`src/ubfc_pkg.sv`:
```
// constants and register map of the baud and frame configuration block
// assumes an apb master on the bus clock and a serial datapath beside it
//
// Operation
// - software writes the divisor high half first; it only reaches the working divisor when the low half is written.
// - the low half resets non-zero, yet the baud generator idles until receiver or transmitter is first switched on.
// - a combined divisor of zero stops the baud generator completely.
// - a divisor of 1 to 8191 gives a bit rate of bus clock over sixteen times the divisor.
// - bit 7 of the divisor high register lets the line break flag raise the interrupt; otherwise it is polled unless mask bit 0 is set.
// - bit 6 of the divisor high register lets the receive edge flag raise the interrupt; otherwise it is polled unless mask bit 1 is set.
// - loop select routes the transmitter output to the receiver and drops the receive pin.
// - control bit 6 freezes the serial clocks during processor wait; cleared they keep running.
// - receiver source matters only in loop mode: zero is internal loop-back, one is single-wire on the transmit pin.
// - control bit 4 chooses eight data bits, or nine with the extra bit before the stop bit.
// - control bit 3 chooses idle-line wakeup when zero and address-mark wakeup when one.
// - control bit 2 starts the idle count after the start bit when zero, after the stop bit when one.
// - control bit 1 turns on parity generation and checking on the top data bit.
// - control bit 0 chooses even parity when zero and odd when one, parity bit counted.
// - in single-wire mode the direction bit decides whether the transmit pin drives or receives.
package ubfc_pkg;
	// ==========================================================
	// register byte addresses
	localparam logic [7:0] OFS_BDH = 8'h00;
	localparam logic [7:0] OFS_BDL = 8'h04;
	localparam logic [7:0] OFS_CR1 = 8'h08;
	localparam logic [7:0] OFS_CR2 = 8'h0c;
	localparam logic [7:0] OFS_STAT = 8'h10;
	localparam logic [7:0] OFS_MASK = 8'h14;
	// ==========================================================
	// reset values
	localparam logic [7:0] RST_BDH = 8'h00;
	localparam logic [7:0] RST_BDL = 8'h04;
	localparam logic [7:0] RST_CR1 = 8'h00;
	localparam logic [7:0] RST_CR2 = 8'h00;
	localparam logic [7:0] RST_MASK = 8'h00;
	// ==========================================================
	// field positions
	localparam int BDH_BRK_IE = 7;
	localparam int BDH_EDGE_IE = 6;
	localparam int BDH_DIV_HI = 4;
	localparam int CR1_LOOP = 7;
	localparam int CR1_WAIT_STOP = 6;
	localparam int CR1_RECEIVER_SOURCE = 5;
	localparam int CR1_NINE = 4;
	localparam int CR1_WAKE = 3;
	localparam int CR1_ILT = 2;
	localparam int CR1_PEN = 1;
	localparam int CR1_PODD = 0;
	localparam int CR2_TXON = 0;
	localparam int CR2_RXON = 1;
	localparam int CR2_DIR = 2;
	localparam int ST_BRK = 0;
	localparam int ST_EDGE = 1;
	// ==========================================================
	// timing
	localparam int OVERSAMPLE = 16;
	localparam logic [3:0] TICK_LAST = 4'(OVERSAMPLE - 1);
endpackage : ubfc_pkg

```
`src/ubfc_top.sv`:
```
// baud divisor, control register one and interrupt logic of the uart
// assumes apb on CORE_CLK; datapath consumes ticks and config outputs
//
// Decided for this implementation: the register offsets and the APB interface to the registers.
`timescale 1ns/1ps
`default_nettype none
module ubfc_top
	import ubfc_pkg::*;
(
	input wire logic CORE_CLK,
	input wire logic SRST,
	input wire logic PSEL,
	input wire logic PENABLE,
	input wire logic PWRITE,
	input wire logic [7:0] PADDR,
	input wire logic [31:0] PWDATA,
	output logic [31:0] PRDATA,
	output logic PREADY,
	output logic PSLVERR,
	input wire logic WAIT_MODE,
	input wire logic LINE_BREAK_EVT,
	input wire logic RX_EDGE_EVT,
	input wire logic TX_SERIAL,
	input wire logic RX_PIN_I,
	input wire logic TX_PIN_I,
	output logic TX_PIN_O,
	output logic TX_PIN_OE,
	output logic RX_SERIAL,
	output logic SAMPLE_TICK,
	output logic BAUD_ACTIVE,
	output logic NINE_BIT,
	output logic WAKE_ADDR,
	output logic IDLE_AFTER_STOP,
	output logic PARITY_ENABLE,
	output logic PARITY_ODD,
	output logic RX_ENABLE,
	output logic TX_ENABLE,
	output logic IRQ
);
	// ==========================================================
	// apb decode
	logic acc, wr, rd;
	logic [7:0] bdh_reg, bdh_buf_reg, bdl_reg, cr1_reg, cr2_reg, mask_reg;
	logic [1:0] stat_reg, stat_next;
	logic [12:0] div_reg, cnt_reg;
	logic [3:0] sub_reg;
	logic started_reg;
	logic [31:0] rdata_next;
	logic mapped;

	assign acc = PSEL && PENABLE && PREADY;
	assign wr = acc && PWRITE;
	assign rd = acc && !PWRITE;

	function automatic logic hit(input logic [7:0] a, input logic [7:0] o);
		return a == o;
	endfunction

	// one wait state: ready rises in the second access cycle
	always_ff @(posedge CORE_CLK) begin
		if (SRST) begin
			PREADY <= 1'b0;
		end else begin
			PREADY <= PSEL && PENABLE && !PREADY;
		end
	end

	always_comb begin
		mapped = 1'b1;
		rdata_next = 32'h0;
		unique case (PADDR)
			OFS_BDH: rdata_next = {24'h0, bdh_reg[7:6], 1'b0, div_reg[12:8]};
			OFS_BDL: rdata_next = {24'h0, bdl_reg};
			OFS_CR1: rdata_next = {24'h0, cr1_reg};
			OFS_CR2: rdata_next = {24'h0, cr2_reg};
			OFS_STAT: rdata_next = {30'h0, stat_reg};
			OFS_MASK: rdata_next = {24'h0, mask_reg};
			default: mapped = 1'b0;
		endcase
	end

	always_ff @(posedge CORE_CLK) begin
		if (SRST) begin
			PRDATA <= 32'h0;
			PSLVERR <= 1'b0;
		end else begin
			PRDATA <= (PSEL && PENABLE && !PREADY && !PWRITE) ? rdata_next
				: 32'h0;
			PSLVERR <= PSEL && PENABLE && !PREADY && !mapped;
		end
	end

	// ==========================================================
	// registers
	always_ff @(posedge CORE_CLK) begin
		if (SRST) begin
			bdh_reg <= RST_BDH;
			bdh_buf_reg <= RST_BDH;
			bdl_reg <= RST_BDL;
			cr1_reg <= RST_CR1;
			cr2_reg <= RST_CR2;
			mask_reg <= RST_MASK;
		end else if (wr) begin
			if (hit(PADDR, OFS_BDH)) begin
				// enables act at once, divisor bits wait for low half
				bdh_reg[7:6] <= PWDATA[7:6];
				bdh_buf_reg <= PWDATA[7:0];
			end
			if (hit(PADDR, OFS_BDL)) begin
				bdl_reg <= PWDATA[7:0];
				bdh_reg[4:0] <= bdh_buf_reg[4:0];
			end
			if (hit(PADDR, OFS_CR1)) begin
				cr1_reg <= PWDATA[7:0];
			end
			if (hit(PADDR, OFS_CR2)) begin
				cr2_reg <= {5'h0, PWDATA[2:0]};
			end
			if (hit(PADDR, OFS_MASK)) begin
				mask_reg <= {6'h0, PWDATA[1:0]};
			end
		end
	end

	assign div_reg = {bdh_reg[BDH_DIV_HI:0], bdl_reg};

	// ==========================================================
	// baud generator
	logic run;
	// generator held off until the first enable, then off on zero
	assign run = started_reg && (div_reg != 13'h0)
		&& !(cr1_reg[CR1_WAIT_STOP] && WAIT_MODE);

	always_ff @(posedge CORE_CLK) begin
		if (SRST) begin
			started_reg <= 1'b0;
		end else if (cr2_reg[CR2_TXON] || cr2_reg[CR2_RXON]) begin
			started_reg <= 1'b1;
		end
	end

	// count divisor bus clocks per tick, 16 ticks per bit
	always_ff @(posedge CORE_CLK) begin
		if (SRST || !run) begin
			cnt_reg <= 13'h0;
			sub_reg <= 4'h0;
			SAMPLE_TICK <= 1'b0;
		end else if (cnt_reg >= div_reg - 13'h1) begin
			cnt_reg <= 13'h0;
			SAMPLE_TICK <= 1'b1;
			sub_reg <= (sub_reg == TICK_LAST) ? 4'h0 : sub_reg + 4'h1;
		end else begin
			cnt_reg <= cnt_reg + 13'h1;
			SAMPLE_TICK <= 1'b0;
		end
	end

	// ==========================================================
	// frame config and pin routing
	always_ff @(posedge CORE_CLK) begin
		if (SRST) begin
			BAUD_ACTIVE <= 1'b0;
			NINE_BIT <= 1'b0;
			WAKE_ADDR <= 1'b0;
			IDLE_AFTER_STOP <= 1'b0;
			PARITY_ENABLE <= 1'b0;
			PARITY_ODD <= 1'b0;
			RX_ENABLE <= 1'b0;
			TX_ENABLE <= 1'b0;
			RX_SERIAL <= 1'b1;
			TX_PIN_O <= 1'b1;
			TX_PIN_OE <= 1'b0;
		end else begin
			BAUD_ACTIVE <= run;
			NINE_BIT <= cr1_reg[CR1_NINE];
			WAKE_ADDR <= cr1_reg[CR1_WAKE];
			IDLE_AFTER_STOP <= cr1_reg[CR1_ILT];
			PARITY_ENABLE <= cr1_reg[CR1_PEN];
			PARITY_ODD <= cr1_reg[CR1_PEN] && cr1_reg[CR1_PODD];
			RX_ENABLE <= cr2_reg[CR2_RXON];
			TX_ENABLE <= cr2_reg[CR2_TXON];
			TX_PIN_O <= TX_SERIAL;
			if (!cr1_reg[CR1_LOOP]) begin
				RX_SERIAL <= RX_PIN_I;
				TX_PIN_OE <= cr2_reg[CR2_TXON];
			end else if (!cr1_reg[CR1_RECEIVER_SOURCE]) begin
				RX_SERIAL <= TX_SERIAL;
				TX_PIN_OE <= cr2_reg[CR2_TXON];
			end else begin
				// single wire: pin either drives or listens
				TX_PIN_OE <= cr2_reg[CR2_TXON] && cr2_reg[CR2_DIR];
				RX_SERIAL <= cr2_reg[CR2_DIR] ? TX_SERIAL : TX_PIN_I;
			end
		end
	end

	// ==========================================================
	// interrupts: set beats a clearing read
	always_comb begin
		stat_next = stat_reg;
		if (rd && hit(PADDR, OFS_STAT)) begin
			stat_next = 2'b00;
		end
		if (LINE_BREAK_EVT) begin
			stat_next[ST_BRK] = 1'b1;
		end
		if (RX_EDGE_EVT) begin
			stat_next[ST_EDGE] = 1'b1;
		end
	end

	always_ff @(posedge CORE_CLK) begin
		if (SRST) begin
			stat_reg <= 2'b00;
			IRQ <= 1'b0;
		end else begin
			stat_reg <= stat_next;
			IRQ <= (stat_next[ST_BRK] && bdh_reg[BDH_BRK_IE])
				|| (stat_next[ST_EDGE] && bdh_reg[BDH_EDGE_IE])
				|| |(stat_next & mask_reg[1:0]);
		end
	end

	// ==========================================================
	// checks
	a_zero_div_idle: assert property (@(posedge CORE_CLK)
		disable iff (SRST)
		(div_reg == 13'h0) |=> !SAMPLE_TICK)
		else $error("tick with zero divisor");
	a_no_start_idle: assert property (@(posedge CORE_CLK)
		disable iff (SRST)
		!started_reg |-> !SAMPLE_TICK)
		else $error("tick before enable");
	a_hi_buffered: assert property (@(posedge CORE_CLK)
		disable iff (SRST)
		(wr && hit(PADDR, OFS_BDH)) |=> $stable(div_reg[12:8]))
		else $error("divisor high changed early");
	a_tick_single: assert property (@(posedge CORE_CLK)
		disable iff (SRST)
		(SAMPLE_TICK && div_reg > 13'h1 && $stable(div_reg))
		|=> !SAMPLE_TICK)
		else $error("tick too soon");
	a_loop_route: assert property (@(posedge CORE_CLK)
		disable iff (SRST)
		(cr1_reg[CR1_LOOP] && !cr1_reg[CR1_RECEIVER_SOURCE])
		|=> RX_SERIAL == $past(TX_SERIAL))
		else $error("loop not routed");
	a_wait_freeze: assert property (@(posedge CORE_CLK)
		disable iff (SRST)
		(cr1_reg[CR1_WAIT_STOP] && WAIT_MODE) |=> !SAMPLE_TICK)
		else $error("tick during wait");
	a_brk_irq: assert property (@(posedge CORE_CLK)
		disable iff (SRST)
		(LINE_BREAK_EVT && bdh_reg[BDH_BRK_IE]) |=> IRQ)
		else $error("break irq missing");
	a_edge_irq: assert property (@(posedge CORE_CLK)
		disable iff (SRST)
		(RX_EDGE_EVT && bdh_reg[BDH_EDGE_IE]) |=> IRQ)
		else $error("edge irq missing");
	a_sw_dir: assert property (@(posedge CORE_CLK)
		disable iff (SRST)
		(cr1_reg[CR1_LOOP] && cr1_reg[CR1_RECEIVER_SOURCE] && !cr2_reg[CR2_DIR])
		|=> !TX_PIN_OE)
		else $error("pin driven while listening");
	a_parity_cfg: assert property (@(posedge CORE_CLK)
		disable iff (SRST)
		!cr1_reg[CR1_PEN] |=> !PARITY_ENABLE && !PARITY_ODD)
		else $error("parity without enable");
	// ==========================================================
	// bus handshake: one wait state, answer for one cycle only
	a_ready_pulse: assert property (@(posedge CORE_CLK)
		disable iff (SRST)
		PREADY |=> !PREADY)
		else $error("ready held too long");
	a_ready_wait: assert property (@(posedge CORE_CLK)
		disable iff (SRST)
		(PSEL && PENABLE && !PREADY) |=> PREADY)
		else $error("ready missing");
	a_ready_idle: assert property (@(posedge CORE_CLK)
		disable iff (SRST)
		!PSEL |=> !PREADY)
		else $error("ready without select");
	a_err_unmapped: assert property (@(posedge CORE_CLK)
		disable iff (SRST)
		(PSEL && PENABLE && !PREADY && !mapped) |=> PSLVERR)
		else $error("unmapped access not flagged");
	a_err_ready: assert property (@(posedge CORE_CLK)
		disable iff (SRST)
		PSLVERR |-> PREADY)
		else $error("error without ready");
	a_rdata_idle: assert property (@(posedge CORE_CLK)
		disable iff (SRST)
		!PREADY |-> (PRDATA == 32'h0))
		else $error("read data outside answer");
	a_lo_commit: assert property (@(posedge CORE_CLK)
		disable iff (SRST)
		(wr && hit(PADDR, OFS_BDL))
		|=> (div_reg[12:8] == $past(bdh_buf_reg[4:0])))
		else $error("buffered high half not committed");
	a_lo_value: assert property (@(posedge CORE_CLK)
		disable iff (SRST)
		(wr && hit(PADDR, OFS_BDL)) |=> (bdl_reg == $past(PWDATA[7:0])))
		else $error("low half not written");
	a_ie_direct: assert property (@(posedge CORE_CLK)
		disable iff (SRST)
		(wr && hit(PADDR, OFS_BDH)) |=> (bdh_reg[7:6] == $past(PWDATA[7:6])))
		else $error("interrupt enables not written");
	a_div_hold: assert property (@(posedge CORE_CLK)
		disable iff (SRST)
		!(wr && hit(PADDR, OFS_BDL)) |=> $stable(div_reg[12:8]))
		else $error("divisor high moved without low write");
	// ==========================================================
	// generator enables
	a_started_sticky: assert property (@(posedge CORE_CLK)
		disable iff (SRST)
		started_reg |=> started_reg)
		else $error("start memory lost");
	a_start_set: assert property (@(posedge CORE_CLK)
		disable iff (SRST)
		(cr2_reg[CR2_TXON] || cr2_reg[CR2_RXON]) |=> started_reg)
		else $error("start not remembered");
	a_active_on: assert property (@(posedge CORE_CLK)
		disable iff (SRST)
		run |=> BAUD_ACTIVE)
		else $error("active flag missing");
	a_active_off: assert property (@(posedge CORE_CLK)
		disable iff (SRST)
		!run |=> !BAUD_ACTIVE)
		else $error("active flag while stopped");
	a_tick_run: assert property (@(posedge CORE_CLK)
		disable iff (SRST)
		!run |=> !SAMPLE_TICK)
		else $error("tick while stopped");
	a_sub_idle: assert property (@(posedge CORE_CLK)
		disable iff (SRST)
		!run |=> (sub_reg == 4'h0))
		else $error("tick phase not cleared");
	// ==========================================================
	// frame config copies
	a_nine_copy: assert property (@(posedge CORE_CLK)
		disable iff (SRST)
		cr1_reg[CR1_NINE] |=> NINE_BIT)
		else $error("nine bit not passed on");
	a_wake_copy: assert property (@(posedge CORE_CLK)
		disable iff (SRST)
		cr1_reg[CR1_WAKE] |=> WAKE_ADDR)
		else $error("wakeup method not passed on");
	a_ilt_copy: assert property (@(posedge CORE_CLK)
		disable iff (SRST)
		cr1_reg[CR1_ILT] |=> IDLE_AFTER_STOP)
		else $error("idle start not passed on");
	a_pen_copy: assert property (@(posedge CORE_CLK)
		disable iff (SRST)
		cr1_reg[CR1_PEN] |=> PARITY_ENABLE)
		else $error("parity enable not passed on");
	a_odd_copy: assert property (@(posedge CORE_CLK)
		disable iff (SRST)
		(cr1_reg[CR1_PEN] && cr1_reg[CR1_PODD]) |=> PARITY_ODD)
		else $error("odd parity not passed on");
	// ==========================================================
	// pin routing
	a_rx_normal: assert property (@(posedge CORE_CLK)
		disable iff (SRST)
		!cr1_reg[CR1_LOOP] |=> (RX_SERIAL == $past(RX_PIN_I)))
		else $error("receive pin not routed");
	a_sw_drive: assert property (@(posedge CORE_CLK)
		disable iff (SRST)
		(cr1_reg[CR1_LOOP] && cr1_reg[CR1_RECEIVER_SOURCE] && cr2_reg[CR2_DIR])
		|=> (RX_SERIAL == $past(TX_SERIAL)))
		else $error("single wire drive not looped");
	a_sw_listen: assert property (@(posedge CORE_CLK)
		disable iff (SRST)
		(cr1_reg[CR1_LOOP] && cr1_reg[CR1_RECEIVER_SOURCE] && !cr2_reg[CR2_DIR])
		|=> (RX_SERIAL == $past(TX_PIN_I)))
		else $error("single wire not listening");
	a_pin_follow: assert property (@(posedge CORE_CLK)
		disable iff (SRST)
		TX_SERIAL |=> TX_PIN_O)
		else $error("pin not high");
	a_pin_low: assert property (@(posedge CORE_CLK)
		disable iff (SRST)
		!TX_SERIAL |=> !TX_PIN_O)
		else $error("pin not low");
	// ==========================================================
	// status and interrupt
	a_brk_sticky: assert property (@(posedge CORE_CLK)
		disable iff (SRST)
		LINE_BREAK_EVT |=> stat_reg[ST_BRK])
		else $error("break flag not set");
	a_edge_sticky: assert property (@(posedge CORE_CLK)
		disable iff (SRST)
		RX_EDGE_EVT |=> stat_reg[ST_EDGE])
		else $error("edge flag not set");
	a_stat_clear: assert property (@(posedge CORE_CLK)
		disable iff (SRST)
		(rd && hit(PADDR, OFS_STAT)
		&& !LINE_BREAK_EVT && !RX_EDGE_EVT) |=> (stat_reg == 2'b00))
		else $error("status not cleared by read");
	a_mask_irq: assert property (@(posedge CORE_CLK)
		disable iff (SRST)
		(|(stat_reg & mask_reg[1:0]) && !rd) |=> IRQ)
		else $error("masked-in flag without irq");
endmodule // ubfc_top
`default_nettype wire

```
`config.mk`:
```
export PLATFORM = sky130hd
export DESIGN_NAME = ubfc_top
export DESIGN_NICKNAME = d
export VERILOG_FILES = /design/src/ubfc_pkg.sv /design/src/ubfc_top.sv
export SDC_FILE = /design/constraint.sdc
export NUM_CORES = 1
export LEC_CHECK = 0
export ABC_AREA = 1
export CORE_UTILIZATION = 65
export CTS_CLUSTER_DIAMETER = 50
export DETAILED_ROUTE_END_ITERATION = 10
export DONT_BUFFER_PORTS = 1
export PLACE_DENSITY = 0.8
export SYNTH_ARGS = -nofsm -noshare
export SYNTH_HDL_FRONTEND = slang
export SYNTH_SLANG_ARGS = --single-unit
```
`constraint.sdc`:
```
create_clock -name CORE_CLK -period 3.8 [get_ports CORE_CLK]
set_input_delay 0.19 -clock CORE_CLK [delete_from_list [all_inputs] [get_ports CORE_CLK]]
set_output_delay 0.19 -clock CORE_CLK [all_outputs]
set_load 0.02 [all_outputs]
```
### Yosys cells after proc, flatten, opt, wreduce, memory -nomap -nowiden

Index checks and enable logic that the tools add are counted.

| word-level totals | value |
|---|---|
| register bits | 96 |
| bits of input ports | 51 |
| output and inout bits | 47 |
| word-level logic and storage cells | 82 |

| cells by class | value |
|---|---|
| add/subtract/negate cells | 2 |
| magnitude comparators | 1 |
| eq/ne operators | 5 |
| muxes and demuxes | 11 |
| bitwise logic cells | 2 |
| reduce and logical (&&, ||, !) cells | 35 |

Operators with widths:

| cell | number |
|---|---|
| $pmux W8 S6 | 1 |
| $eq A8 B4 Y1 const B | 2 |
| $eq A8 B5 Y1 const B | 2 |
| $logic_and A1 B1 Y1 | 15 |
| $add A13 B1 Y13 const B | 1 |
| $ge A13 B13 Y1 | 1 |
| $reduce_bool A13 Y1 | 1 |
| $sub A13 B1 Y13 const B | 1 |
| $reduce_and A2 Y1 | 5 |
| $mux W1 | 9 |
| $eq A8 B3 Y1 const B | 1 |
| $logic_not A8 Y1 | 1 |
| $reduce_or A2 Y1 | 3 |
| $reduce_or A6 Y1 | 1 |
| $logic_not A1 Y1 | 5 |
| $logic_or A1 B1 Y1 | 4 |
| $and A2 B2 Y2 | 1 |
| $mux W2 | 1 |
| $not A1 Y1 | 1 |

### Longest topological paths before layout

Gate-level depths: netlist of run 1.

| depth | value |
|---|---|
| word-level depth | 9 |
| depth in mapped cells | 18 |
| gate-level depth less buffers | 17 |

### Worst setup path after synthesis of run 1

No wires, ideal clock.

| path | value |
|---|---|
| path kind | register to register |
| start point | register bdl_reg[0] |
| end point | register cnt_reg[10] |
| setup time | 0.116 ns |
| data arrival time | 2.057 ns |
| setup slack | 1.627 ns |
| stages on the path, launching flop included | 16 |
| period minus slack after synthesis | 2.173 ns |
| cells stage by stage | dfxtp_1 inv_1 ha_1 nand2_1 nor2_4 nand2_1 xor2_1 ha_1 nand2_1 nor2_1 inv_1 nor3_1 nand2_1 nand3_2 buf_6 nor2_2 |

| between the ends | value |
|---|---|
| cells in the longest elaborated chain, start to end | 6 |
| elaborated cells between the ends (all ways) | 8 |
| classes of those cells | add/sub: 1; order compare: 1; reduce/logical: 6 |

Ends and longest elaborated chain:

| element | RTL line | RTL |
|---|---|---|
| start: declaration | ubfc_top.sv:43 | `logic [7:0] bdh_reg, bdh_buf_reg, bdl_reg, cr1_reg, cr2_reg, mask_reg;` |
| start signal: assignment | ubfc_top.sv:110 | `bdl_reg <= PWDATA[7:0];` |
| parallel branches: the longest is 5 deep, another holds $sub A13 B1 Y13 | - |  |
| $reduce_or A2 Y1 (no line) (*) | - |  |
| end signal: assignment | ubfc_top.sv:153 | `cnt_reg <= cnt_reg + 13'h1;` |
| end: declaration | ubfc_top.sv:45 | `logic [12:0] div_reg, cnt_reg;` |

Mark *: on every way between the ends.
A chain may end at the register's enable or synchronous reset.

### Worst setup path after layout of run 1

| path | value |
|---|---|
| start point | register bdl_reg[0] |
| end point | register cnt_reg[0] |

The elaborated chain is that of the path after synthesis.

==> qor_table.md, run 1 <==
| Step | Result | Reported |
|---|---|---|
| layout | Antenna cell count | 0 |
| layout | Fraction of final layout cells with drive strength greater than 1 | 12.1% |
| grt | All-Layer GR Usage | 27.9% |
| synthesis | Dominant combinational cell family by area after synthesis | simple AND/OR/NAND/NOR gates |
| floorplanning | Top-Level Pins | 98 |
| floorplanning | Initial cell density of the core | 68.2% |
| grt | Met1 routing resource usage after global routing | 39.1% |
| worst setup path | Endpoint arrival time on the critical path | 2.98 ns |
| worst setup path | Worst flop-to-flop path endpoint | cnt_reg[0] |
| cts | Htree depth | 3 |
| synthesis | Average footprint of a synthesized cell | 7.47 um^2 |
| grt | GRT met2 Usage | 42.5% |
| cts | Max Buffers Root-to-Sink | 2 |
| synthesis | Compound-Gate Fraction of Synth Area | 12.7% |
| grt | Initial antenna violation count | 0 |
| synthesis | Part of the Yosys area used for sequential elements | 37.9% |
| placement | Placer's final routability congestion estimate | 0.882 |
| layout | Area used by multi-input combinational logic | 1890 um^2 |
| cts | TritonCTS clock tree | done |
| cts | Post-cts hold buffer count | 11 |
| worst setup path | Launching point of the worst reg2reg path | bdl_reg[0] |
| synthesis | Parity-gate share of the synthesized area counting xor and xnor cells | 3.92% |
| worst setup path | CP startpoint kind | flop |
| floorplanning | Chip height | 78.5 um |
| cts | Clock slew seen by the registers of the worst setup and hold paths | 0.08 ns |
| layout | Filler Cells Inserted | 432 |
| synthesis | Number of warnings reported in the yosys synthesis log | 0 |
| cts | CTS-repair resized insts | 0 |
| detailed routing | DRC violation count after routing | 0 |
| sta | RSZ-0062 raised after global routing | false |
| synthesis | Simple-gate area share of the yosys netlist | 25.9% |
| power | Reported leakage power | 1.81 nW |
| sta | Fin Setup TNS | 0 ns |
| grt | Maximum number of pins on one net before global-route repair | 34 |
| cts | Setup fix buffers added after clock tree synthesis | 0 |
| detailed routing | First-pass detailed-route iteration total | 5 |
| placement | Pre-CTS WS | 1.22 ns |
| synthesis | Post-synthesis adder-cell area fraction | 4.94% |
| grt | Met3 Resource Use GR | 5.70% |
| floorplanning | Cell row count | 27 |
| layout | Number of flip-flops under the largest register name | 13 |
| worst hold path | Launch point of the worst hold path | PWDATA[1] |
| worst setup path | Largest driver fanout on the critical path | 13 |
| worst setup path | Required time of the worst setup path | 4.07 ns |
| cts | Clock Root Buffer | sky130_fd_sc_hd__clkbuf_8 |
| synthesis | Number of enable flip-flop cells after synthesis | 0 |
| detailed routing | Via density per instance | 5.43 |
| detailed routing | Antenna Nets Post-Route | 0 |
| worst hold path | Endpoint, Worst Hold | mask_reg[1] |
| synthesis | Biggest area consumer among synthesized cells | sky130_fd_sc_hd__dfxtp_1 |
| grt | Wire length of the first global-routing pass | 13.3 mm |
| worst setup path | Depth of the worst register-to-register path | 14 |
| cts | Clock Latency Late Sink | 0.36 ns |
| grt | Vias in the first global route | 2,922 |
| sta | Minimum clock period | 2.70 ns |
| synthesis | Largest cells by area after synthesis | sky130_fd_sc_hd__dfxtp_1 (38%), sky130_fd_sc_hd__nand2_1 (8.9%), sky130_fd_sc_hd__inv_1 (7.1%) |
| worst setup path | Register-to-register setup slack | 1.10 ns |
| sta | Final count of hold timing violations | 0 |
| status | Result of the run | completed |
| sta | Final Worst Setup Slack | 1.10 ns |
| sta | Slew of the pin with the lowest slew margin | 0.626 ns |
| synthesis | Share of the synthesized area in the top cell type | 37.9% |
| synthesis | Multiplexer fraction of the synthesized cell area | 0% |
| synthesis | Area of the mapped netlist | 3800 um^2 |
| detailed routing | Violation count after the first detailed-route iteration | 319 |
| layout | Relative area change from synthesis to final layout | 7.80% |
| sta | Tightest slew margin relative to the limit | 58.1% |
| sta | Final period utilization | 71.1% |
| placement | Number of port buffers | 0 |
| sta | Worst Skew | 0.0135 ns |
| grt | GRT Residual Overflow | 0 |
| placement | Post-detailed-placement half-perimeter wirelength | 5.87 mm |
| sta | Number of endpoints failing setup at the final stage | 0 |
| sta | Max Transition Viols Final | 0 |
| worst setup path | Crit end category | flop |
| synthesis | Post-synthesis cell type count | 34 |
| floorplanning | Area of the die | 6160 um^2 |
| power | Worst IR drop on VDD | 194 uV |
| layout | Sequential cell area | 1440 um^2 |
| synthesis | Synthesized netlist cell count | 509 |
| synthesis | Async set-reset flop share out of synthesis | 0% |
| detailed routing | Wire length per cell | 13.9 um |
| worst hold path | Class of the most critical hold timing path | in2reg |
| worst hold path | Number of cells on the worst hold path | 2 |
| cts | Clock sinks | 72 |
| worst setup path | Critical path type | reg2reg |
| floorplanning | Die span in x | 78.5 um |
| synthesis | Most instantiated flip-flop cell in the synthesis netlist | sky130_fd_sc_hd__dfxtp_1 |
| grt | Most Used Layer, Global Route | met2 |
| detailed routing | Overall via count from detail_route | 3,256 |
| sta | F_max | 370 MHz |
| power | Cell area power density | 387 nW/um^2 |
| synthesis | Flip-flop and latch count after synthesis | 72 |
| layout | Nets@finish | 589 |
| floorplanning | Core area | 5570 um^2 |
| detailed routing | Final WL | 8.36 mm |
| cts | TritonCTS buffer count | 9 |
| job | Max-cap violation count | 0 |
worst max-delay path by stage:
stage,start,end,slack (ns),depth (start not counted)
CTS,bdl_reg[0],cnt_reg[0],1.13,14
finish,bdl_reg[0],cnt_reg[0],1.10,14
global route,bdl_reg[2],cnt_reg[0],0.85,17
floorplan,bdl_reg[0],cnt_reg[10],1.63,15
detailed placement,bdl_reg[0],cnt_reg[0],1.22,14
global placement,bdl_reg[0],cnt_reg[2],1.27,14
cell usage in the layout, fill, tap and decap left out, types with 8 or more instances in the layout:
cell / n
sky130_fd_sc_hd__dlygate4sd3_1: 12
sky130_fd_sc_hd__inv_1: 72
sky130_fd_sc_hd__nand2_1: 90
sky130_fd_sc_hd__nand3_1: 31
sky130_fd_sc_hd__nor2_1: 42
sky130_fd_sc_hd__o21ai_1: 11
sky130_fd_sc_hd__conb_1: 24
sky130_fd_sc_hd__xor2_1: 15
sky130_fd_sc_hd__ha_1: 15
sky130_fd_sc_hd__nor2_2: 13
sky130_fd_sc_hd__dfxtp_1: 72
sky130_fd_sc_hd__inv_2: 8
sky130_fd_sc_hd__o21ai_0: 24
sky130_fd_sc_hd__clkbuf_8: 10
sky130_fd_sc_hd__a21oi_1: 37
synth_stat cells (2+ instances only):
| library cell | count |
|---|---|
| sky130_fd_sc_hd__o21ai_1 | 11 |
| sky130_fd_sc_hd__or2_2 | 3 |
| sky130_fd_sc_hd__buf_4 | 25 |
| sky130_fd_sc_hd__inv_2 | 8 |
| sky130_fd_sc_hd__buf_6 | 3 |
| sky130_fd_sc_hd__dfxtp_1 | 72 |
| sky130_fd_sc_hd__a21oi_2 | 7 |
| sky130_fd_sc_hd__nand3_1 | 31 |
| sky130_fd_sc_hd__clkbuf_1 | 3 |
| sky130_fd_sc_hd__nor2_4 | 5 |
| sky130_fd_sc_hd__nor3_1 | 7 |
| sky130_fd_sc_hd__nor2_1 | 42 |
| sky130_fd_sc_hd__xnor2_1 | 2 |
| sky130_fd_sc_hd__nor2_8 | 2 |
| sky130_fd_sc_hd__a21oi_1 | 37 |
| sky130_fd_sc_hd__nand2_1 | 90 |
| sky130_fd_sc_hd__nand2_2 | 5 |
| sky130_fd_sc_hd__inv_1 | 72 |
| sky130_fd_sc_hd__o21ai_0 | 24 |
| sky130_fd_sc_hd__o211ai_1 | 5 |
| sky130_fd_sc_hd__nor2_2 | 13 |
| sky130_fd_sc_hd__xor2_1 | 15 |
| sky130_fd_sc_hd__ha_1 | 15 |
| sky130_fd_sc_hd__nand2_4 | 2 |
logic make-up (layout without fill, tap and decap cells):
| group | count (synthesis) | after routing |
|---|---|---|
| buffers and inverters | 113 | 109 |
| adder cells (fa/ha/maj) | 15 | 15 |
| AO/OA/AOI/OAI | 87 | 87 |
| XOR/XNOR | 17 | 17 |
| other | 1 | 24 |
| AND/OR/NAND/NOR | 204 | 204 |
| flip-flops | 72 | 72 |
per-layer routing:
metal	wire (um)	up-vias
met1	3740	1493
met5	0	-
li1	-	1592
met4	106	0
met2	3860	156
met3	650	15
critical path: stages (launching register included):
cell and delay, ns:
sky130_fd_sc_hd__dfxtp_1 0.36, sky130_fd_sc_hd__inv_1 0.11, sky130_fd_sc_hd__ha_1 0.23, sky130_fd_sc_hd__nand2_1 0.15, sky130_fd_sc_hd__nor2_4 0.20, sky130_fd_sc_hd__nand2_1 0.07, sky130_fd_sc_hd__a22oi_1 0.15, sky130_fd_sc_hd__ha_1 0.27
sky130_fd_sc_hd__nand2_1 0.10, sky130_fd_sc_hd__inv_1 0.04, sky130_fd_sc_hd__a21oi_1 0.16, sky130_fd_sc_hd__nand2_1 0.07, sky130_fd_sc_hd__nor2_1 0.17, sky130_fd_sc_hd__nand3_2 0.34, sky130_fd_sc_hd__nor2_1 0.18
where the power goes:
| part | switching (mW) | total [mW] | leakage, nW | internal, mW |
|---|---|---|---|---|
| clock network | 0.300 | 0.755 | 0.124 | 0.455 |
| registers | 0.00436 | 0.762 | 0.581 | 0.757 |
| logic | 0.0529 | 0.0714 | 1.10 | 0.0185 |
| total | 0.358 | 1.59 | 1.81 | 1.23 |
through the flow:
stage | instance area [um^2] | instances | hold slack, ns | utilization, % | power [mW]
after floorplan | 3890 | 532 | 0.259 | - | 0.850
after global placement | 3730 | 572 | 0.261 | 67.0 | 0.835
after detailed placement | 3730 | 572 | 0.263 | 67.0 | 0.836
after CTS | 4090 | 599 | 0.00528 | 73.4 | 1.58
after global routing | 4100 | 600 | 0.0135 | 73.5 | 1.63
final | 4100 | 600 | 0.0153 | 73.5 | 1.59
final cells by class:
cell class / count / share of cell area [%]
multi-input cells: 347 / 46.2
flip-flops and latches: 72 / 35.2
inverters: 80 / 7.33
clock buffers: 11 / 3.45
repair buffers: 13 / 3.11
clock inverters: 5 / 2.53
well taps: 72 / 2.20
Power figures use the tool's default switching activity.
==> run 2: changes to the inputs <==
--- a/config.mk
+++ b/config.mk
@@ -6,11 +6,11 @@
 export NUM_CORES = 1
 export LEC_CHECK = 0
 export ABC_AREA = 1
-export CORE_UTILIZATION = 65
+export CORE_UTILIZATION = 57
 export CTS_CLUSTER_DIAMETER = 50
 export DETAILED_ROUTE_END_ITERATION = 10
 export DONT_BUFFER_PORTS = 1
-export PLACE_DENSITY = 0.8
+export PLACE_DENSITY = 0.74
 export SYNTH_ARGS = -nofsm -noshare
 export SYNTH_HDL_FRONTEND = slang
 export SYNTH_SLANG_ARGS = --single-unit
==> constraint.sdc (replaced) <==
create_clock -name CORE_CLK -period 2.4 [get_ports CORE_CLK]
set_input_delay 0.12 -clock CORE_CLK [delete_from_list [all_inputs] [get_ports CORE_CLK]]
set_output_delay 0.12 -clock CORE_CLK [all_outputs]
set_load 0.02 [all_outputs]
==> run 2 against run 1 <==
Net effect:
- clock skew decreased by 0.0028 ns
- sequential cell count unchanged
- critical path depth increased by 3
- die area increased by 14%
- register-to-register slack got worse by 1.0 ns
- fmax increased by 16%
- clock power increased by 56%
- highest routed layer unchanged
==> qor_table.md, run 2 (synthesis gave the netlist of run 1 again) <==
| Step | Result | Reported | vs previous |
|---|---|---|---|
| status | Result of the run | completed |  |
| detailed routing | First-pass detailed-route iteration total | 5 | unchanged |
| layout | Fraction of final layout cells with drive strength greater than 1 | 22.2% | +10 points |
| grt | Initial antenna violation count | 0 | unchanged |
| floorplanning | Area of the die | 7000 um^2 | +14% |
| placement | Placer's final routability congestion estimate | 0.835 | -5.3% |
| layout | Most frequent standard cell in the layout excluding fill and tap cells | sky130_fd_sc_hd__nand2_1 |  |
| detailed routing | Violation count after the first detailed-route iteration | 282 | -12% |
| floorplanning | Top-Level Pins | 98 | unchanged |
| worst setup path | Worst flop-to-flop path endpoint | cnt_reg[6] |  |
| detailed routing | Wire length per cell | 13.7 um | -1.6% |
| job | Max-cap violation count | 0 | unchanged |
| sta | Tightest slew margin relative to the limit | 62.3% | +4.1 points |
| placement | Cell count after placement | 583 | +1.9% |
| worst setup path | Register-to-register setup slack | 0.06 ns | -1.04 ns |
| worst setup path | Endpoint arrival time on the critical path | 2.58 ns | -0.40 ns |
| layout | Filler Cells Inserted | 496 | +15% |
| grt | Maximum number of pins on one net before global-route repair | 27 | -21% |
| layout | Antenna cell count | 0 | unchanged |
| cts | Clock sinks | 72 | unchanged |
| detailed routing | Overall via count from detail_route | 3,261 | +0.15% |
| floorplanning | Initial cell density of the core | 59.5% | -8.7 points |
| power | Reported leakage power | 1.92 nW | +6.3% |
| cts | Clock Root Buffer | sky130_fd_sc_hd__clkbuf_8 |  |
| cts | Clock slew seen by the registers of the worst setup and hold paths | 0.08 ns | about the same |
| sta | Final Hold Slack | 0.0170 ns | +0.00167 ns |
| layout | Final Instance Count excl. Fillers | 622 | +3.7% |
| layout | Number of flip-flops under the largest register name | 13 | unchanged |
| power | Worst IR drop on VDD | 617 uV | +220% |
| detailed routing | DRC violation count after routing | 0 | unchanged |
| worst setup path | Launching point of the worst reg2reg path | bdl_reg[3] |  |
| grt | Vias in the first global route | 2,866 | -1.9% |
| layout | Area used by multi-input combinational logic | 2030 um^2 | +7.1% |
| worst setup path | Critical path type | reg2reg |  |
| detailed routing | Final WL | 8.52 mm | +2.0% |
| layout | Most used cells in the layout excluding fill and tap cells | sky130_fd_sc_hd__nand2_1 (81), sky130_fd_sc_hd__dfxtp_1 (65), sky130_fd_sc_hd__inv_1 (63), sky130_fd_sc_hd__a21oi_1 (35), sky130_fd_sc_hd__nor2_1 (32) |  |
| power | Cell area power density | 567 nW/um^2 | +46% |
| worst setup path | Required time of the worst setup path | 2.64 ns | -1.43 ns |
| worst setup path | Endpoint of the worst setup timing path | cnt_reg[6] |  |
| floorplanning | Chip height | 83.7 um | +6.6% |
| sta | Fin Setup TNS | 0 ns | unchanged |
| grt | Wire length of the first global-routing pass | 13.2 mm | -1.1% |
| cts | Htree depth | 3 | unchanged |
| layout | Nets@finish | 606 | +2.9% |
| floorplanning | Cell row count | 29 | +7.4% |
| worst setup path | Crit end category | flop |  |
| cts | Max Buffers Root-to-Sink | 2 | unchanged |
| sta | Worst Skew | 0.0108 ns | -0.00277 ns |
| sta | RSZ-0062 raised after global routing | true |  |
| layout | Final design area excluding fillers | 4430 um^2 | +8.0% |
| sta | Minimum clock period | 2.34 ns | -0.364 ns |
| sta | Max Transition Viols Final | 0 | unchanged |
| grt | All-Layer GR Usage | 23.6% | -4.3 points |
| worst setup path | Depth of the worst register-to-register path | 17 | +3 |
| placement | Post-detailed-placement half-perimeter wirelength | 5.81 mm | -1.1% |
| worst hold path | Class of the most critical hold timing path | in2reg |  |
| floorplanning | Die span in x | 83.7 um | +6.6% |
| worst setup path | Launching instance or port of the critical path | bdl_reg[3] |  |
| cts | TritonCTS clock tree | done |  |
| worst setup path | CP startpoint kind | flop |  |
| cts | TritonCTS buffer count | 9 | unchanged |
| detailed routing | Via density per instance | 5.24 | -3.4% |
| detailed routing | Antenna Nets Post-Route | 0 | unchanged |
| placement | Placed instance area | 3800 um^2 | +1.7% |
| floorplanning | Core area | 6390 um^2 | +15% |
| worst setup path | Largest driver fanout on the critical path | 6 | -7 |
| sta | Final period utilization | 97.4% | +26 points |
| sta | Final count of hold timing violations | 0 | unchanged |
| layout | Sequential cell area | 1460 um^2 | +1.1% |
| cts | Clock Latency Late Sink | 0.35 ns | about the same |
| placement | Number of port buffers | 0 | unchanged |
| layout | Relative area change from synthesis to final layout | 16.5% |  |
| worst hold path | Number of cells on the worst hold path | 4 | +2 |
| grt | GRT Residual Overflow | 0 | unchanged |
| sta | Slew of the pin with the lowest slew margin | 0.564 ns | -0.0615 ns |
| sta | Number of endpoints failing setup at the final stage | 0 | unchanged |
| sta | F_max | 428 MHz | +16% |
-- run 2: changes by cell type in the layout (fill, tap and decap cells not counted), moves of 3 or more --
cell and change:
sky130_fd_sc_hd__nor2_4 +7, sky130_fd_sc_hd__dlygate4sd3_1 +3, sky130_fd_sc_hd__nor2_1 -10, sky130_fd_sc_hd__nand2_1 -9
sky130_fd_sc_hd__dfxtp_4 +3, sky130_fd_sc_hd__buf_4 +11, sky130_fd_sc_hd__dfxtp_2 +4, sky130_fd_sc_hd__nor2_2 +3
sky130_fd_sc_hd__inv_2 +7, sky130_fd_sc_hd__nand2_2 +9, sky130_fd_sc_hd__dfxtp_1 -7, sky130_fd_sc_hd__inv_1 -9
-- run 2: critical path, cell delays in order (launching register included) --
cell and delay (ns):
sky130_fd_sc_hd__dfxtp_4 0.37, sky130_fd_sc_hd__inv_4 0.06, sky130_fd_sc_hd__nand2_2 0.06, sky130_fd_sc_hd__nor2_4 0.11
sky130_fd_sc_hd__nand2_2 0.07, sky130_fd_sc_hd__nor2_4 0.17, sky130_fd_sc_hd__nand2_2 0.07, sky130_fd_sc_hd__xor2_1 0.16
sky130_fd_sc_hd__inv_1 0.07, sky130_fd_sc_hd__ha_1 0.27, sky130_fd_sc_hd__nand2_1 0.07, sky130_fd_sc_hd__nor2_2 0.13
sky130_fd_sc_hd__inv_2 0.06, sky130_fd_sc_hd__nor3_2 0.11, sky130_fd_sc_hd__nand2_1 0.11, sky130_fd_sc_hd__nand3_2 0.13
sky130_fd_sc_hd__clkbuf_16 0.17, sky130_fd_sc_hd__nor2_2 0.03
-- run 2: report_power, final --
| part | switching, mW | total (mW) | leakage (nW) | internal [mW] |
|---|---|---|---|---|
| Combinational | 0.0884 | 0.122 | 1.22 | 0.0337 |
| Sequential | 0.00708 | 1.20 | 0.585 | 1.20 |
| Clock | 0.486 | 1.18 | 0.117 | 0.698 |
| Total | 0.581 | 2.51 | 1.92 | 1.93 |
-- run 2: worst min path at each step --
stage,from,endpoint,slack (ns)
CTS,TX_PIN_I,RX_SERIAL,0.01
detailed placement,SRST,started_reg,0.19
global placement,SRST,started_reg,0.19
finish,TX_PIN_I,RX_SERIAL,0.02
floorplan,SRST,cr2_reg[0],0.19
global route,PWRITE,PRDATA[1],0.04
-- run 2: area by class of cell --
class	count	share of cell area (%)
sequential	72	32.9
clock inverter	6	2.60
multi-input combinational	347	45.8
timing repair buffer	30	6.70
inverter	80	6.89
clock buffer	10	2.88
tap	77	2.18
-- run 2: per-layer routing --
layer  wire length (um)  up-vias  GRT usage [%]
met2               3960      120           36.3
li1                   -     1619              -
met5                  0        -              0
met1               3790     1507           32.5
met4                110        0           8.32
met3                658       15           5.44
-- run 2: metrics by stage --
step / setup slack [ns] / util (%) / power [mW]
after global placement: 0.0691 / 59.5 / 1.32
final: 0.0629 / 69.3 / 2.51
after floorplan: 0.227 / - / 1.35
after global routing: -0.0704 / 69.3 / 2.57
after CTS: 0.0223 / 65.7 / 2.52
after detailed placement: 0.0178 / 59.5 / 1.32
-- run 2: what timing repair did --
item,CTS,global route
cloned,0,1
hold buffers,15,0
hold endpoints to repair,43,0
buffers inserted,0,7
pin swaps,1,8
endpoints found under the setup margin,2,14
gates resized for setup,1,57
==> run 3: changes to the inputs <==
--- a/config.mk
+++ b/config.mk
@@ -14,3 +14,4 @@
 export SYNTH_ARGS = -nofsm -noshare
 export SYNTH_HDL_FRONTEND = slang
 export SYNTH_SLANG_ARGS = --single-unit
+export TNS_END_PERCENT = 20
==> constraint.sdc (replaced) <==
create_clock -name CORE_CLK -period 2 [get_ports CORE_CLK]
set_input_delay 0.1 -clock CORE_CLK [delete_from_list [all_inputs] [get_ports CORE_CLK]]
set_output_delay 0.1 -clock CORE_CLK [all_outputs]
set_load 0.02 [all_outputs]
==> run 3 against run 2 <==
Net effect:
- the flow now finishes with violations (setup timing)
- die area stayed put
- wire length is 2.3% lower
- clock power hardly changed
- sequential cell count unchanged
- first-iteration DRC count fell by 29%
- clock-buffer cell count increased by 1
- register-to-register slack got worse by 0.24 ns
- total power grew 9.9%
- combinational power up 22%
- largest power group unchanged
- highest routed layer unchanged
==> qor_table.md, run 3 (synthesis gave the netlist of run 1 again) <==
| Step | Result | Reported | vs previous |
|---|---|---|---|
| status | Result of the run | finished with violations |  |
| status | Violations in the final reports | setup timing |  |
| layout | Core utilization of the finished layout | 69.5% | +0.16 points |
| worst setup path | Crit end category | flop |  |
| worst setup path | Family of cells with the greatest summed delay on the critical path | simple AND/OR/NAND/NOR gates |  |
| sta | Number of endpoints failing setup at the final stage | 14 | +14 |
| worst setup path | Buf+Inv Stages, Crit Path | 4 | unchanged |
| grt | Wire length of the first global-routing pass | 13.9 mm | +6.0% |
| layout | Most frequent standard cell in the layout excluding fill and tap cells | sky130_fd_sc_hd__nand2_1 |  |
| grt | All-Layer GR Usage | 25.0% | +1.4 points |
| grt | Vias in the first global route | 3,121 | +8.9% |
| detailed routing | Violation count after the first detailed-route iteration | 199 | -29% |
| grt | GRT met2 Usage | 42.0% | +5.7 points |
| cts | Htree depth | 3 | unchanged |
| worst setup path | Endpoint arrival time on the critical path | 2.42 ns | -0.16 ns |
| detailed routing | Antenna Nets Post-Route | 0 | unchanged |
| floorplanning | Die span in x | 83.7 um | unchanged |
| grt | GRT Residual Overflow | 0 | unchanged |
| sta | Final Worst Setup Slack | -0.182 ns | -0.245 ns |
| sta | Max Transition Viols Final | 0 | unchanged |
| cts | Clock sinks | 72 | unchanged |
| worst setup path | Largest driver fanout on the critical path | 6 | unchanged |
| sta | Minimum clock period | 2.18 ns | -0.155 ns |
| floorplanning | Initial cell density of the core | 59.5% | unchanged |
| sta | Final Hold Slack | 0.0164 ns | -0.000615 ns |
| layout | Antenna cell count | 0 | unchanged |
| grt | Met1 routing resource usage after global routing | 30.9% | -1.6 points |
| grt | Met3 Resource Use GR | 4.55% | -0.89 points |
| layout | Relative area change from synthesis to final layout | 16.7% |  |
| sta | Tightest slew margin relative to the limit | 61.6% | -0.66 points |
| floorplanning | Top-Level Pins | 98 | unchanged |
| layout | Final Instance Count excl. Fillers | 641 | +3.1% |
| worst setup path | Standard cell with the maximum stage delay on the critical path | sky130_fd_sc_hd__dfxtp_2 |  |
| worst setup path | CP cell instances | inv_2 > nand2_2 > nor2_4 > nand2_2 > nor2_4 > nand2_1 > xor2_1 > inv_1 > ha_1 > nand2_1 > nor2_2 > inv_2 > a21oi_2 > nor2_2 > nand3_2 > buf_6 > nor2_2 |  |
| power | Reported leakage power | 1.96 nW | +2.1% |
| cts | Clock Root Buffer | sky130_fd_sc_hd__clkbuf_8 |  |
| cts | Max Buffers Root-to-Sink | 2 | unchanged |
| cts | TritonCTS clock tree | done |  |
| cts | Clock Latency Late Sink | 0.35 ns | about the same |
| placement | Placer's final routability congestion estimate | 0.853 | +2.2% |
| floorplanning | Cell row count | 29 | unchanged |
| grt | Most Used Layer, Global Route | met2 |  |
| power | Cell area power density | 621 nW/um^2 | +9.6% |
| layout | Number of flip-flops under the largest register name | 13 | unchanged |
| placement | Cell count after placement | 607 | +4.1% |
| worst setup path | Maximum single-stage delay on the critical path | 0.33 ns | -0.04 ns |
| detailed routing | Overall via count from detail_route | 3,281 | +0.61% |
| worst setup path | Critical path type | reg2reg |  |
| detailed routing | First-pass detailed-route iteration total | 4 | -1 |
| sta | F_max | 458 MHz | +7.1% |
| grt | Initial antenna violation count | 0 | unchanged |
| sta | RSZ-0062 raised after global routing | true |  |
| grt | Maximum number of pins on one net before global-route repair | 27 | unchanged |
| cts | Clock slew seen by the registers of the worst setup and hold paths | 0.08 ns | about the same |
| worst hold path | Class of the most critical hold timing path | in2reg |  |
| detailed routing | Final WL | 8.33 mm | -2.3% |
| worst setup path | Required time of the worst setup path | 2.24 ns | -0.40 ns |
| floorplanning | Core area | 6390 um^2 | unchanged |
| sta | Final count of hold timing violations | 0 | unchanged |
| detailed routing | DRC violation count after routing | 0 | unchanged |
| sta | Slew of the pin with the lowest slew margin | 0.574 ns | +0.00982 ns |
| layout | Nets@finish | 626 | +3.3% |
| worst setup path | Most repeated library cell on the critical path | sky130_fd_sc_hd__nor2_2 |  |
| power | Worst IR drop on VDD | 518 uV | -16% |
| sta | Final period utilization | 109% | +12 points |
| placement | Post-detailed-placement half-perimeter wirelength | 6.08 mm | +4.7% |
| detailed routing | Wire length per cell | 13.0 um | -5.2% |
| worst setup path | Register-to-register setup slack | -0.18 ns | -0.24 ns |
| floorplanning | Chip height | 83.7 um | unchanged |
| placement | Pre-CTS WS | -0.276 ns | -0.293 ns |
| job | Max-cap violation count | 0 | unchanged |
| power | Power after layout | 2.76 mW | +9.9% |
| worst setup path | CP startpoint kind | flop |  |
| layout | Fraction of final layout cells with drive strength greater than 1 | 22.5% | +0.32 points |
| cts | TritonCTS buffer count | 9 | unchanged |
| layout | Most used cells in the layout excluding fill and tap cells | sky130_fd_sc_hd__nand2_1 (83), sky130_fd_sc_hd__dfxtp_1 (65), sky130_fd_sc_hd__inv_1 (64), sky130_fd_sc_hd__a21oi_1 (36), sky130_fd_sc_hd__nor2_1 (35) |  |
| floorplanning | Area of the die | 7000 um^2 | unchanged |
| sta | Worst Skew | 0.00778 ns | -0.00298 ns |
| detailed routing | Via density per instance | 5.12 | -2.4% |
| placement | Number of port buffers | 0 | unchanged |
## run 3: changes by cell type in the layout (fill, tap and decap cells not counted), moves of 3 or more
cell / change
sky130_fd_sc_hd__nor2_1: +3
sky130_fd_sc_hd__dfxtp_4: -3
sky130_fd_sc_hd__nand2_2: -3
sky130_fd_sc_hd__dfxtp_2: +3
sky130_fd_sc_hd__buf_4: +19
sky130_fd_sc_hd__nor2_4: -4
## run 3: worst reg2reg max path: cells and delay by family, from the launching register on
family          cells  cell delay [ns]
fa+ha+maj           1             0.28
compound gates      1             0.14
flops               1             0.33
xor+xnor            1             0.13
buf+inv             4             0.35
simple gates       10             0.87
## run 3: worst paths after layout
kind               from           to  depth (start not counted)
max          bdl_reg[6]  cnt_reg[10]                         17
max reg2reg  bdl_reg[6]  cnt_reg[10]                         17
min             PENABLE      PSLVERR                          4
min reg2reg  cr1_reg[4]     NINE_BIT                          2
## run 3: what timing repair did
action | 4_1_cts | 5_1_grt
resized for setup | 26 | 5
buffers inserted | 1 | 1
hold buffers | 16 | 1
endpoints found under the hold margin | 43 | 1
endpoints found under the setup margin | 14 | 14
pin swaps | 7 | 5
## run 3: stage by stage
stage | TNS (ns) | area (um^2)
floorplan | -0.912 | 3910
global placement | -2.24 | 3990
detailed placement | -3.57 | 3990
CTS | -1.95 | 4410
global route | -4.15 | 4440
finish | -2.30 | 4440
## run 3: metal layers
metal / wire length [um] / up-vias
met5: 0 / -
met4: 214 / 0
met3: 424 / 21
met2: 4050 / 100
met1: 3640 / 1493
li1: - / 1667
## run 3: layout make-up
class / instances / area, um^2
multi-input cells: 347 / 1970
fillers: 514 / 1950
flip-flops and latches: 72 / 1450
repair buffers: 50 / 425
inverters: 80 / 300
clock buffers: 11 / 141
well taps: 77 / 96.3
clock inverters: 4 / 53.8
## run 3: report_power, final
group / switching (mW) / internal (mW)
registers: 0.00886 / 1.44
logic: 0.105 / 0.0444
clock network: 0.551 / 0.608
total: 0.665 / 2.09
